File: src/hspc_pkg.sv
package hspc_pkg;

    // ------------------------------------------------------------------
    // clock and timing
    // ------------------------------------------------------------------
    localparam int SYS_CLK_PERIOD_NS = 50;
    localparam int IRQ_MIN_NS        = 8000;
    // least time: round up to whole cycles
    localparam int IRQ_CYC           = (IRQ_MIN_NS + SYS_CLK_PERIOD_NS - 1) / SYS_CLK_PERIOD_NS;
    localparam int IRQ_CNT_W         = 8;
    localparam logic [IRQ_CNT_W-1:0] IRQ_LOAD = IRQ_CNT_W'(IRQ_CYC);

    localparam int WDT_TIMEOUT_US    = 100000;
    localparam int WDT_CYC_DEF       = (WDT_TIMEOUT_US * 1000) / SYS_CLK_PERIOD_NS;
    localparam int WDT_CNT_W         = 21;

    // ------------------------------------------------------------------
    // buffers and serial framing
    // ------------------------------------------------------------------
    localparam int BYTE_W            = 8;
    localparam int TX_DEPTH          = 33;
    localparam int RX_DEPTH          = 40;
    localparam int BIT_CNT_W         = 3;
    localparam logic [BIT_CNT_W-1:0] BIT_LAST = 3'h7;
    localparam int RD_DIR_BIT        = 7;

    // ------------------------------------------------------------------
    // synchronised pin vector layout and idle values
    // ------------------------------------------------------------------
    localparam int PIN_SCK           = 0;
    localparam int PIN_CS_N          = 1;
    localparam int PIN_CMD           = 2;
    localparam int PIN_WIRE3         = 3;
    localparam int PIN_SDI           = 4;
    localparam int N_PINS            = 5;
    localparam logic [N_PINS-1:0] PIN_RST = 5'h1b;

endpackage

File: src/hspc_fifo.sv
`timescale 1ns/1ps
module hspc_fifo #(
    parameter int W     = 8,
    parameter int DEPTH = 4
) (
    // clock and clear
    input  wire logic         i_clk,
    input  wire logic         i_clr,
    // fill side
    input  wire logic         i_wr_valid,
    input  wire logic [W-1:0] i_wr_data,
    output logic              o_wr_ready,
    // drain side
    output logic              o_rd_valid,
    output logic [W-1:0]      o_rd_data,
    input  wire logic         i_rd_ready
);
    localparam int PW = $clog2(DEPTH);
    localparam int CW = $clog2(DEPTH + 1);
    localparam logic [PW-1:0] P_LAST = PW'(DEPTH - 1);
    localparam logic [CW-1:0] C_FULL = CW'(DEPTH);

    typedef struct packed {
        logic [DEPTH-1:0][W-1:0] mem;
        logic [PW-1:0]           wp;
        logic [PW-1:0]           rp;
        logic [CW-1:0]           cnt;
    } hspc_fifo_s;

    hspc_fifo_s s_q;
    hspc_fifo_s s_d;
    logic       push;
    logic       pop;

    assign o_wr_ready = (s_q.cnt != C_FULL);
    assign o_rd_valid = (s_q.cnt != '0);
    assign o_rd_data  = s_q.mem[s_q.rp];

    always_comb begin
        s_d  = s_q;
        push = i_wr_valid && o_wr_ready;
        pop  = i_rd_ready && o_rd_valid;
        if (push) begin
            s_d.mem[s_q.wp] = i_wr_data;
            s_d.wp = (s_q.wp == P_LAST) ? '0 : PW'(s_q.wp + 1'b1);
        end
        if (pop) begin
            s_d.rp = (s_q.rp == P_LAST) ? '0 : PW'(s_q.rp + 1'b1);
        end
        if (push && !pop) begin
            s_d.cnt = CW'(s_q.cnt + 1'b1);
        end else if (pop && !push) begin
            s_d.cnt = CW'(s_q.cnt - 1'b1);
        end
        if (i_clr) begin
            s_d = '0;
        end
    end

    always_ff @(posedge i_clk) begin
        s_q <= s_d;
    end

endmodule

File: src/hspc_host_serial_port.sv
`timescale 1ns/1ps
// Functional notes
// [RULE1] wire-count select high gives three-wire mode, low gives two-wire mode
// [RULE2] serial input is input-only in three-wire; shared data line in two-wire
// [RULE3] serial output drives only in three-wire mode; released after any reset
// [RULE4] chip select low enables shift clocks and serial exchange
// [RULE5] chip select high floats serial output and clears the bit counter
// [RULE6] command/data select high: register address then data reads and writes
// [RULE7] every level change of command/data select clears the bit counter
// [RULE8] return code or crash raises interrupt for at least 8 us
// [RULE9] interrupt output low after hardware and software reset
// [RULE10] bytes shift most significant bit first both ways
// [RULE11] host-written bytes queue in a 33-byte first-in first-out buffer
// [RULE12] received bytes queue in a 40-byte buffer until the host reads
// [RULE13] watchdog timer detects host crash and reports it as interrupt
// [RULE14] hardware reset stops oscillator; software reset keeps it running
// [RULE15] host supplies the shift clock; device only receives it
// [RULE16] differential bus lines released after either reset
// [RULE17] logic timed from one system clock
// [RULE18] low reset input resets; held low at power-up, high otherwise
// [RULE19] output bit changes on falling shift edge, input sampled on rising
module hspc_host_serial_port
    import hspc_pkg::*;
#(
    parameter int unsigned P_WDT_CYC = hspc_pkg::WDT_CYC_DEF
) (
    // clock and resets
    input  wire logic                      i_sys_clk,
    input  wire logic                      i_rst_n,
    input  wire logic                      i_soft_rst,
    // host serial pins
    input  wire logic                      i_sck,
    input  wire logic                      i_cs_n,
    input  wire logic                      i_cmd_sel,
    input  wire logic                      i_wire3_sel,
    input  wire logic                      i_serial_in,
    output logic                           o_sdo,
    output logic                           o_sdo_oe,
    output logic                           o_shared_serial_line,
    output logic                           o_shared_serial_line_oe,
    output logic                           o_irq,
    // resonator and bus pins
    output logic                           o_osc_en,
    input  wire logic                      i_bus_drive,
    input  wire logic                      i_bus_level,
    output logic                           o_bus_oe,
    output logic                           o_bus_level,
    // protocol core side
    output logic [hspc_pkg::BYTE_W-1:0]    o_cmd_byte,
    output logic                           o_cmd_valid,
    output logic [hspc_pkg::BYTE_W-1:0]    o_reg_addr,
    output logic [hspc_pkg::BYTE_W-1:0]    o_tx_data,
    output logic                           o_tx_valid,
    input  wire logic                      i_tx_ready,
    input  wire logic [hspc_pkg::BYTE_W-1:0] i_rx_data,
    input  wire logic                      i_rx_valid,
    output logic                           o_rx_ready,
    input  wire logic                      i_ret_code_evt,
    input  wire logic                      i_wdt_en
);
    import hspc_pkg::*;

    localparam logic [WDT_CNT_W-1:0] WDT_LAST = WDT_CNT_W'(P_WDT_CYC - 1);

    // ------------------------------------------------------------------
    // state
    // ------------------------------------------------------------------
    typedef struct packed {
        logic [N_PINS-1:0]    sync1;
        logic [N_PINS-1:0]    sync2;
        logic [N_PINS-1:0]    sync3;
        logic [N_PINS-1:0]    pins;
        logic [BIT_CNT_W-1:0] bit_cnt;
        logic [BYTE_W-1:0]    in_sh;
        logic [BYTE_W-1:0]    out_sh;
        logic                 out_from_fifo;
        logic                 addr_done;
        logic [BYTE_W-1:0]    reg_addr;
        logic [BYTE_W-1:0]    cmd_byte;
        logic                 cmd_valid;
        logic                 tx_wr_valid;
        logic [BYTE_W-1:0]    tx_wr_data;
        logic                 sdo;
        logic                 sdo_oe;
        logic                 sio_out;
        logic                 sio_oe;
        logic [IRQ_CNT_W-1:0] irq_cnt;
        logic                 irq;
        logic [WDT_CNT_W-1:0] wdt_cnt;
        logic                 osc_en;
        logic                 bus_oe;
        logic                 bus_level;
    } hspc_port_s;

    hspc_port_s        s_q;
    hspc_port_s        s_d;
    logic [N_PINS-1:0] pin_raw;
    logic              rst;
    logic              sck_rise;
    logic              sck_fall;
    logic              cs_act;
    logic              cmd_chg;
    logic              byte_done;
    logic              kick;
    logic              wdt_expire;
    logic              rx_pop;
    logic              read_phase;
    logic [BYTE_W-1:0] in_next;
    logic              tx_wr_ready;
    logic              rx_head_valid;
    logic [BYTE_W-1:0] rx_head;

    assign pin_raw = {i_serial_in, i_wire3_sel, i_cmd_sel, i_cs_n, i_sck};
    assign rst     = !i_rst_n || i_soft_rst;

    // ------------------------------------------------------------------
    // buffers
    // ------------------------------------------------------------------
    // a full transmit buffer drops the byte: the host has no wait line
    hspc_fifo #(.W(BYTE_W), .DEPTH(TX_DEPTH)) u_tx_fifo ( // [RULE11]
        .i_clk      (i_sys_clk),
        .i_clr      (rst),
        .i_wr_valid (s_q.tx_wr_valid),
        .i_wr_data  (s_q.tx_wr_data),
        .o_wr_ready (tx_wr_ready),
        .o_rd_valid (o_tx_valid),
        .o_rd_data  (o_tx_data),
        .i_rd_ready (i_tx_ready)
    );

    hspc_fifo #(.W(BYTE_W), .DEPTH(RX_DEPTH)) u_rx_fifo ( // [RULE12]
        .i_clk      (i_sys_clk),
        .i_clr      (rst),
        .i_wr_valid (i_rx_valid),
        .i_wr_data  (i_rx_data),
        .o_wr_ready (o_rx_ready),
        .o_rd_valid (rx_head_valid),
        .o_rd_data  (rx_head),
        .i_rd_ready (rx_pop)
    );

    // ------------------------------------------------------------------
    // next state
    // ------------------------------------------------------------------
    always_comb begin
        s_d       = s_q;
        s_d.sync1 = pin_raw;
        s_d.sync2 = s_q.sync1;
        s_d.sync3 = s_q.sync2;
        // a pin level counts once the second and third stages agree
        for (int i = 0; i < N_PINS; i++) begin
            if (s_q.sync2[i] == s_q.sync3[i]) begin
                s_d.pins[i] = s_q.sync3[i];
            end
        end
        // shift clock comes only from the host pin [RULE15]
        sck_rise   = !s_q.pins[PIN_SCK] && s_d.pins[PIN_SCK];
        sck_fall   = s_q.pins[PIN_SCK] && !s_d.pins[PIN_SCK];
        cs_act     = !s_d.pins[PIN_CS_N]; // [RULE4]
        cmd_chg    = s_d.pins[PIN_CMD] != s_q.pins[PIN_CMD];
        in_next    = {s_q.in_sh[BYTE_W-2:0], s_d.pins[PIN_SDI]}; // [RULE10]
        byte_done  = 1'b0;
        rx_pop     = 1'b0;
        read_phase = s_d.pins[PIN_CMD] && s_q.addr_done && s_q.reg_addr[RD_DIR_BIT];
        s_d.cmd_valid   = 1'b0;
        s_d.tx_wr_valid = 1'b0;

        if (!cs_act || cmd_chg) begin
            s_d.bit_cnt       = '0; // [RULE5] [RULE7]
            s_d.addr_done     = 1'b0;
            s_d.out_from_fifo = 1'b0;
            s_d.out_sh        = '0;
        end else begin
            if (sck_rise) begin
                s_d.in_sh   = in_next; // [RULE19]
                s_d.bit_cnt = BIT_CNT_W'(s_q.bit_cnt + 1'b1);
                if (s_q.bit_cnt == BIT_LAST) begin
                    byte_done = 1'b1;
                    if (!s_d.pins[PIN_CMD]) begin
                        s_d.cmd_byte  = in_next;
                        s_d.cmd_valid = 1'b1;
                    end else if (!s_q.addr_done) begin
                        s_d.reg_addr  = in_next; // [RULE6]
                        s_d.addr_done = 1'b1;
                    end else if (!s_q.reg_addr[RD_DIR_BIT]) begin
                        s_d.tx_wr_data  = in_next; // [RULE6]
                        s_d.tx_wr_valid = 1'b1;
                    end
                    rx_pop            = s_q.out_from_fifo;
                    s_d.out_from_fifo = 1'b0;
                end
            end else if (sck_fall) begin
                // first falling edge of a byte presents its most significant bit
                if (s_q.bit_cnt == '0) begin
                    s_d.out_from_fifo = read_phase && rx_head_valid;
                    s_d.out_sh        = s_d.out_from_fifo ? rx_head : '0;
                end else begin
                    s_d.out_sh = {s_q.out_sh[BYTE_W-2:0], 1'b0}; // [RULE10] [RULE19]
                end
            end
        end

        // pin drivers follow the sampled wire-count select
        s_d.sdo     = s_d.out_sh[BYTE_W-1];
        s_d.sio_out = s_d.out_sh[BYTE_W-1];
        s_d.sdo_oe  = s_d.pins[PIN_WIRE3] && cs_act; // [RULE1] [RULE3]
        s_d.sio_oe  = !s_d.pins[PIN_WIRE3] && cs_act && !cmd_chg && read_phase; // [RULE2]

        // watchdog: any completed byte proves the host is alive
        kick       = byte_done;
        wdt_expire = 1'b0;
        if (!i_wdt_en || kick) begin
            s_d.wdt_cnt = '0;
        end else if (s_q.wdt_cnt == WDT_LAST) begin
            wdt_expire  = 1'b1; // [RULE13]
            s_d.wdt_cnt = '0;
        end else begin
            s_d.wdt_cnt = WDT_CNT_W'(s_q.wdt_cnt + 1'b1);
        end

        // a new event reloads the pulse even while it is still high
        if (i_ret_code_evt || wdt_expire) begin
            s_d.irq_cnt = IRQ_LOAD; // [RULE8]
        end else if (s_q.irq_cnt != '0) begin
            s_d.irq_cnt = IRQ_CNT_W'(s_q.irq_cnt - 1'b1);
        end
        s_d.irq = (s_d.irq_cnt != '0);

        s_d.osc_en    = 1'b1;
        s_d.bus_oe    = i_bus_drive;
        s_d.bus_level = i_bus_level;

        if (rst) begin
            s_d       = '0; // [RULE9] [RULE16] [RULE18]
            s_d.sync1 = PIN_RST;
            s_d.sync2 = PIN_RST;
            s_d.sync3 = PIN_RST;
            s_d.pins  = PIN_RST;
            s_d.osc_en = i_rst_n; // [RULE14]
        end
    end

    // single system clock domain [RULE17]
    always_ff @(posedge i_sys_clk) begin
        s_q <= s_d;
    end

    // ------------------------------------------------------------------
    // outputs
    // ------------------------------------------------------------------
    assign o_sdo                   = s_q.sdo;
    assign o_sdo_oe                = s_q.sdo_oe;
    assign o_shared_serial_line    = s_q.sio_out;
    assign o_shared_serial_line_oe = s_q.sio_oe;
    assign o_irq                   = s_q.irq;
    assign o_osc_en                = s_q.osc_en;
    assign o_bus_oe                = s_q.bus_oe;
    assign o_bus_level             = s_q.bus_level;
    assign o_cmd_byte              = s_q.cmd_byte;
    assign o_cmd_valid             = s_q.cmd_valid;
    assign o_reg_addr              = s_q.reg_addr;

    // ------------------------------------------------------------------
    // checks
    // ------------------------------------------------------------------
    logic [IRQ_CNT_W-1:0] irq_hi_cnt_q;
    always_ff @(posedge i_sys_clk) begin
        if (rst || !o_irq) begin
            irq_hi_cnt_q <= '0;
        end else if (irq_hi_cnt_q != '1) begin
            irq_hi_cnt_q <= IRQ_CNT_W'(irq_hi_cnt_q + 1'b1);
        end
    end
endmodule

File: config.mk
export PLATFORM = sky130hd
export DESIGN_NAME = hspc_host_serial_port
export DESIGN_NICKNAME = d
export VERILOG_FILES = /design/src/hspc_pkg.sv /design/src/hspc_fifo.sv /design/src/hspc_host_serial_port.sv
export SDC_FILE = /design/constraint.sdc
export NUM_CORES = 2
export LEC_CHECK = 0
export ABC_AREA = 1
export CAP_MARGIN = 10
export CORE_ASPECT_RATIO = 1.75
export CORE_MARGIN = 5
export CORE_UTILIZATION = 51
export DETAILED_ROUTE_END_ITERATION = 8
export DONT_BUFFER_PORTS = 1
export PLACE_DENSITY = 0.69
export REMOVE_ABC_BUFFERS = 1
export SYNTH_ARGS = -nofsm -noshare
export SYNTH_HDL_FRONTEND = slang
export SYNTH_HIERARCHICAL = 1
export SYNTH_SLANG_ARGS = --single-unit
File: constraint.sdc
create_clock -name i_sys_clk -period 3.05 [get_ports i_sys_clk]
set_clock_uncertainty 0.2 [all_clocks]
set_input_delay 0.4575 -clock i_sys_clk [delete_from_list [all_inputs] [get_ports i_sys_clk]]
set_output_delay 0.4575 -clock i_sys_clk [all_outputs]
set_load 0.01 [all_outputs]
; Word-level counts from Yosys, hierarchy flattened
; Cells that the tools add are included.
; Widths: inputs -> output; s select.
[word_totals]
register_bits = 721
inputBits = 22
output_inout_bits = 35
wordCells = 239
[op_classes]
n_addsub = 11
magnitude_cmp = 6
eq_ne = 15
muxes = 45
bitwise = 6
n_reduce_logical = 54
[ops]
columns = op, count
row1 = $bwmux 320, 1
row2 = $bwmux 264, 1
row3 = $bmux 8 s6, 2
row4 = $demux 8 s6, 2
row5 = $mux 8, 9
row6 = $mux 6, 8
row7 = $mux 9, 5
row8 = $add 6x1->6 const B, 6
row9 = $lt 6x7->1 const B, 4
row10 = $mux 28, 1
row11 = $eq 6x6->1 const B, 4
row12 = $add 21x1->21 const B, 1
row13 = $eq 21x21->1 const B, 1
row14 = $logic_and 1x1->1, 19
row15 = $mux 1, 16
row16 = $reduce_bool 8->1, 2
row17 = $ge 6x1->1 const B, 2
row18 = $ne 6x6->1 const B, 2
row19 = $reduce_bool 6->1, 2
row20 = $sub 6x1->6 const B, 2
row21 = $logic_not 1->1, 11
row22 = $reduce_bool 2->1, 4
row23 = $sub 8x1->8 const B, 1
row24 = $not 1->1, 6
row25 = 16 further kinds, 25

; Logic depth before layout (Yosys ltp)
[depth]
depth_word = 10
depth_mapped = 21
depth_no_buf = 20

; Modules after synthesis
; Netlist, hierarchy kept.
[modules_own_cells]
columns = module, instances, cells_each, area_per_inst_um2, seq_area_each_um2
row1 = hspc_fifo at u_rx_fifo, 1, 2304, 15272.1, 6766.5
row2 = hspc_fifo at u_tx_fifo, 1, 2010, 13664.4, 5645.4
row3 = hspc_host_serial_port, 1, 538, 4295.4, 2021.9

; Least setup slack after synthesis
; OpenSTA, ideal clock, no wires.
[synth_timing]
kind = register to register
startpoint = register, netlist name s_q[94]
endpoint = register u_rx_fifo/s_q[5] (netlist bit)
setup_time_ps = 132
arrival_ps = 2550
required_ps = 2718
slack_ps = 168
stages_incl_launch_ff = 22
n_path_buf = 1
synth_period_minus_slack_ps = 2882
cell_sequence = dfxtp_1 -> nand2_1 -> nand2_1 -> o21a_1 -> ha_1 -> buf_4 -> nand2_1 -> inv_1 -> nand3_2 -> nor2_1 -> nand2_1 -> ha_1 -> inv_1 -> ha_1 -> a21oi_1 -> nand2_1 -> nand3_1 -> nand2_1 -> nand2_1 -> nand2_1 -> nand2_1 -> a21oi_1
[synth_rtl]
columns = element, line_no
row1 = to (signal assigned), hspc_fifo.sv:61  ; s_q <= s_d;
row2 = to (decl), hspc_fifo.sv:30  ; hspc_fifo_s s_q;

; Worst setup path in the final report
[layout_timing]
startpoint = register u_tx_fifo/s_q[6] (netlist bit)
endpoint = output o_tx_data[4] (netlist bit)
[layout_via]
elab_chain_len = 2
[layout_lines]
columns = element, line_no
row1 = from (decl), hspc_fifo.sv:30
row2 = from (signal assigned), hspc_fifo.sv:61
row3 = $bmux 8 s6, hspc_fifo.sv:37  ; assign o_rd_data = s_q.mem[s_q.rp];
row4 = $mux 8 (implied by the code), hspc_fifo.sv:37
row5 = to (decl), hspc_host_serial_port.sv:52  ; output logic [hspc_pkg::BYTE_W-1:0] o_tx_data,
; No other way between the ends. The select of a mux whose other input is x is not followed.

==> flow_metrics.env <==
export IMPL_status="complete, no violations"
export IMPL_cts_htree_levels=3
export IMPL_layout_drive_gt1_share=0.0755
export IMPL_crit_chain="buf_4 > or2_2 > nand3_1 > nand2_1 > nand2_1 > nand2_1 > nor2_1 > nand2_1 > nand3_1 > nand2_1"
export IMPL_synthFlopType="dfxtp_1"
export IMPL_irDropWorstVdd_uv=531
export IMPL_cts_tree="done"
export IMPL_place_congestion=0.961
export IMPL_max_freq_mhz=331
export IMPL_fp_row_count=123
export IMPL_critPathRequiredTime_ns=2.39
export IMPL_crit_fanout=7
export IMPL_maxCapViolCount=0
export IMPL_synth_area_leaders="dfxtp_1, nor2_1, nand2_1"
export IMPL_grt_pass1_wl_um=148000
export IMPL_wire_per_inst_um=16.6
export IMPL_placed_area_mm2=0.0336
export IMPL_grt_use_total=0.253
export IMPL_cp_end_kind="output port"
export IMPL_crit_type="reg -> out"
export IMPL_post_route_min_period_ns=3.02
export IMPL_grt_pass1_vias=28300
export IMPL_grt_max_degree=101
export IMPL_die_h_um=348
export IMPL_ys_warn_count=6
export IMPL_drc=0
export IMPL_vias=30000
export IMPL_r2r_end="u_rx_fifo/s_q[49]$_SDFFE_PP0P_"
export IMPL_endpoint="o_tx_data[4]"
export IMPL_pre_cts_slack_ns=0.206
export IMPL_max_slew_margin_rel=0.421
export IMPL_critPathTopFamily="simple AND/OR/NAND/NOR gates"
export IMPL_cp_slowest_stage_delay_ns=0.40
export IMPL_period_share=0.991
export IMPL_initial_core_util=0.515
export IMPL_path_clk_slew_ns=0.06
export IMPL_synth_cell_types=51
export IMPL_slowest_stage="dfxtp_4"
export IMPL_diodes=0
export IMPL_synth_edff_count=0
export IMPL_numCtsBuffers=70
export IMPL_vias_per_cell=5.37
export IMPL_crit_arrival_ns=2.37
export IMPL_wl_um=92900
export IMPL_syn_cell_area_mm2=0.0332
export IMPL_layout_commonest_cell="nor2_1"
export IMPL_syn_area_per_cell_um2=6.85
export IMPL_dpl_hpwl_um=59500
export IMPL_core_area_mm2=0.0645
export IMPL_p_leak_nw=13.9
export IMPL_grt_overflow=0
export IMPL_initialDrtViolationCount=1907
export IMPL_cts_root_buf="clkbuf_16"
export IMPL_hold_class="in -> reg"
export IMPL_final_cell_mix="nor2_1, nand2_1, dfxtp_1"
export IMPL_clock_latency_ns=0.63
export IMPL_synth_area_leader_cell="dfxtp_1"
export IMPL_drtAntennaViolNets=0
export IMPL_fin_ws_ns=0.0273
export IMPL_drtPass1Iterations=5
export IMPL_power_density_mw_per_mm2=528
export IMPL_fin_nets=4785
export IMPL_drv_slew=0
export IMPL_synth_async_reset_ratio=0
export IMPL_crit_start="u_tx_fifo/s_q[6]$_SDFFE_PP0P_"
export IMPL_r2r_slack_ns=0.25
export IMPL_path_depth=10
export IMPL_worst_pin_slew_ns=0.866
export IMPL_port_buffers=0
export IMPL_crit_buf_inv=1
export IMPL_cp_start_kind="flip-flop"
export IMPL_setup_viol=0
export IMPL_syn_inst=4852
export IMPL_fin_area_mm2=0.0364
export IMPL_io_pins=57
export IMPL_rsz0062_at_grt="true"
export IMPL_cp_common_cell="nand2_1"
export IMPL_synth_top_area_frac=0.434
export IMPL_area_growth_pct=9.46
export IMPL_die_w_um=203
export IMPL_worstReg2RegStart="u_rx_fifo/s_q[4]$_SDFFE_PP0P_"
export IMPL_cts_sinks=721
export IMPL_antenna_found_initial=0
export IMPL_cts_buffer_depth=3
export IMPL_dieArea_mm2=0.0706
export IMPL_hold_viol=0
export IMPL_r2r_cells=8
export IMPL_ys_ff_latch=721
export IMPL_ys_seq_area_frac=0.434
[routing by layer]
| layer | global-route usage | routed length (µm) |
|---|---|---|
| met5 | 0 | 0 |
| met4 | 0.130 | 4720 |
| met3 | 0.0300 | 3650 |
| met2 | 0.480 | 49100 |
| met1 | 0.274 | 35400 |
[synth_stat cells, drive strengths merged (8+ instances only)]
library cell and instances:
o22ai 8, o211ai 22, nor3 21, a21oi 315, buf 129, nor2 911, nand2 904, nand3 399
o221ai 8, ha 25, inv 434, dfxtp 721, o21ai 694, nand4 16, xor2 13, clkbuf 179
a31oi 8, or2 14
[worst min-delay path, cell delays in order]
cell	delay [ns]
buf_12	0.14
o21ai_0	0.17
nor2_1	0.04
[power by group]
| part | total [mW] | internal (mW) | switching, mW |
|---|---|---|---|
| clock network | 8.69 | 4.94 | 3.75 |
| logic | 1.05 | 0.341 | 0.713 |
| registers | 9.47 | 9.45 | 0.0284 |
[layout make-up]
cell class / instances / area (µm²)
fillers: 6303 / 28100
clock buffers: 97 / 2050
flip-flops and latches: 721 / 14400
inverters: 441 / 1680
well taps: 812 / 1020
repair buffers: 120 / 1340
multi-input cells: 3382 / 15600
clock inverters: 23 / 215
[how the worst min path moves through the flow]
stage	from	to	cells after the start
after CTS	i_rx_data[6]	u_rx_fifo/s_q[272]$_SDFFE_PP0P_	3
after detailed placement	s_q[102]$_SDFF_PP1_	s_q[97]$_SDFF_PP1_	1
after global routing	i_rx_data[6]	u_rx_fifo/s_q[288]$_SDFFE_PP0P_	3
final	i_rx_data[6]	u_rx_fifo/s_q[296]$_SDFFE_PP0P_	3
after floorplan	s_q[99]$_SDFF_PP1_	s_q[94]$_SDFF_PP1_	1
after global placement	s_q[102]$_SDFF_PP1_	s_q[97]$_SDFF_PP1_	1
[logic make-up (layout without fill, tap and decap cells)]
family,Yosys count,in the layout,share of synthesized area
buffers and inverters,749,681,0.0957
xor gates and xnor gates,19,19,0.00501
and+or+nand+nor,2271,2271,0.289
adders and majority gates,28,28,0.0109
AOI/OAI and AO/OA,1064,1064,0.165
DFF,721,721,0.434
[per-stage QoR]
stage	cells	utilization	total power, mW	hold WS (ns)	setup TNS (ns)
2_1_floorplan	4544	-	10.4	0.193	-1693.76
3_3_place_gp	5441	0.521	10.6	0.197	0
3_5_place_dp	5441	0.521	10.6	0.208	0
4_1_cts	5590	0.562	19.4	0.00858	0
5_1_grt	5596	0.564	19.9	0.0325	-0.0193
6_report	5596	0.564	19.2	0.0372	0
[sequential cells by signal, indices dropped and copies added, names as in the netlist]
register	count
o_shared_serial_line_oe	1
in_next	7
o_osc_en	1
o_bus_level	1
o_irq	1
o_cmd_byte	8
o_cmd_valid	1
o_sdo_oe	1
s_q	71
o_reg_addr	8
o_bus_oe	1
u_rx_fifo/s_q	338
u_tx_fifo/s_q	282
[what timing repair did]
action / in CTS / in global routing
hold buffers: 26 / 0
cloned: 0 / 4
gates resized for setup: 7 / 10
pin swaps: 0 / 2
hold endpoints to repair: 354 / 0
endpoints found under the setup margin: 8 / 11
buffers inserted: 3 / 2
No activity file was read; power rests on OpenSTA's default activity.
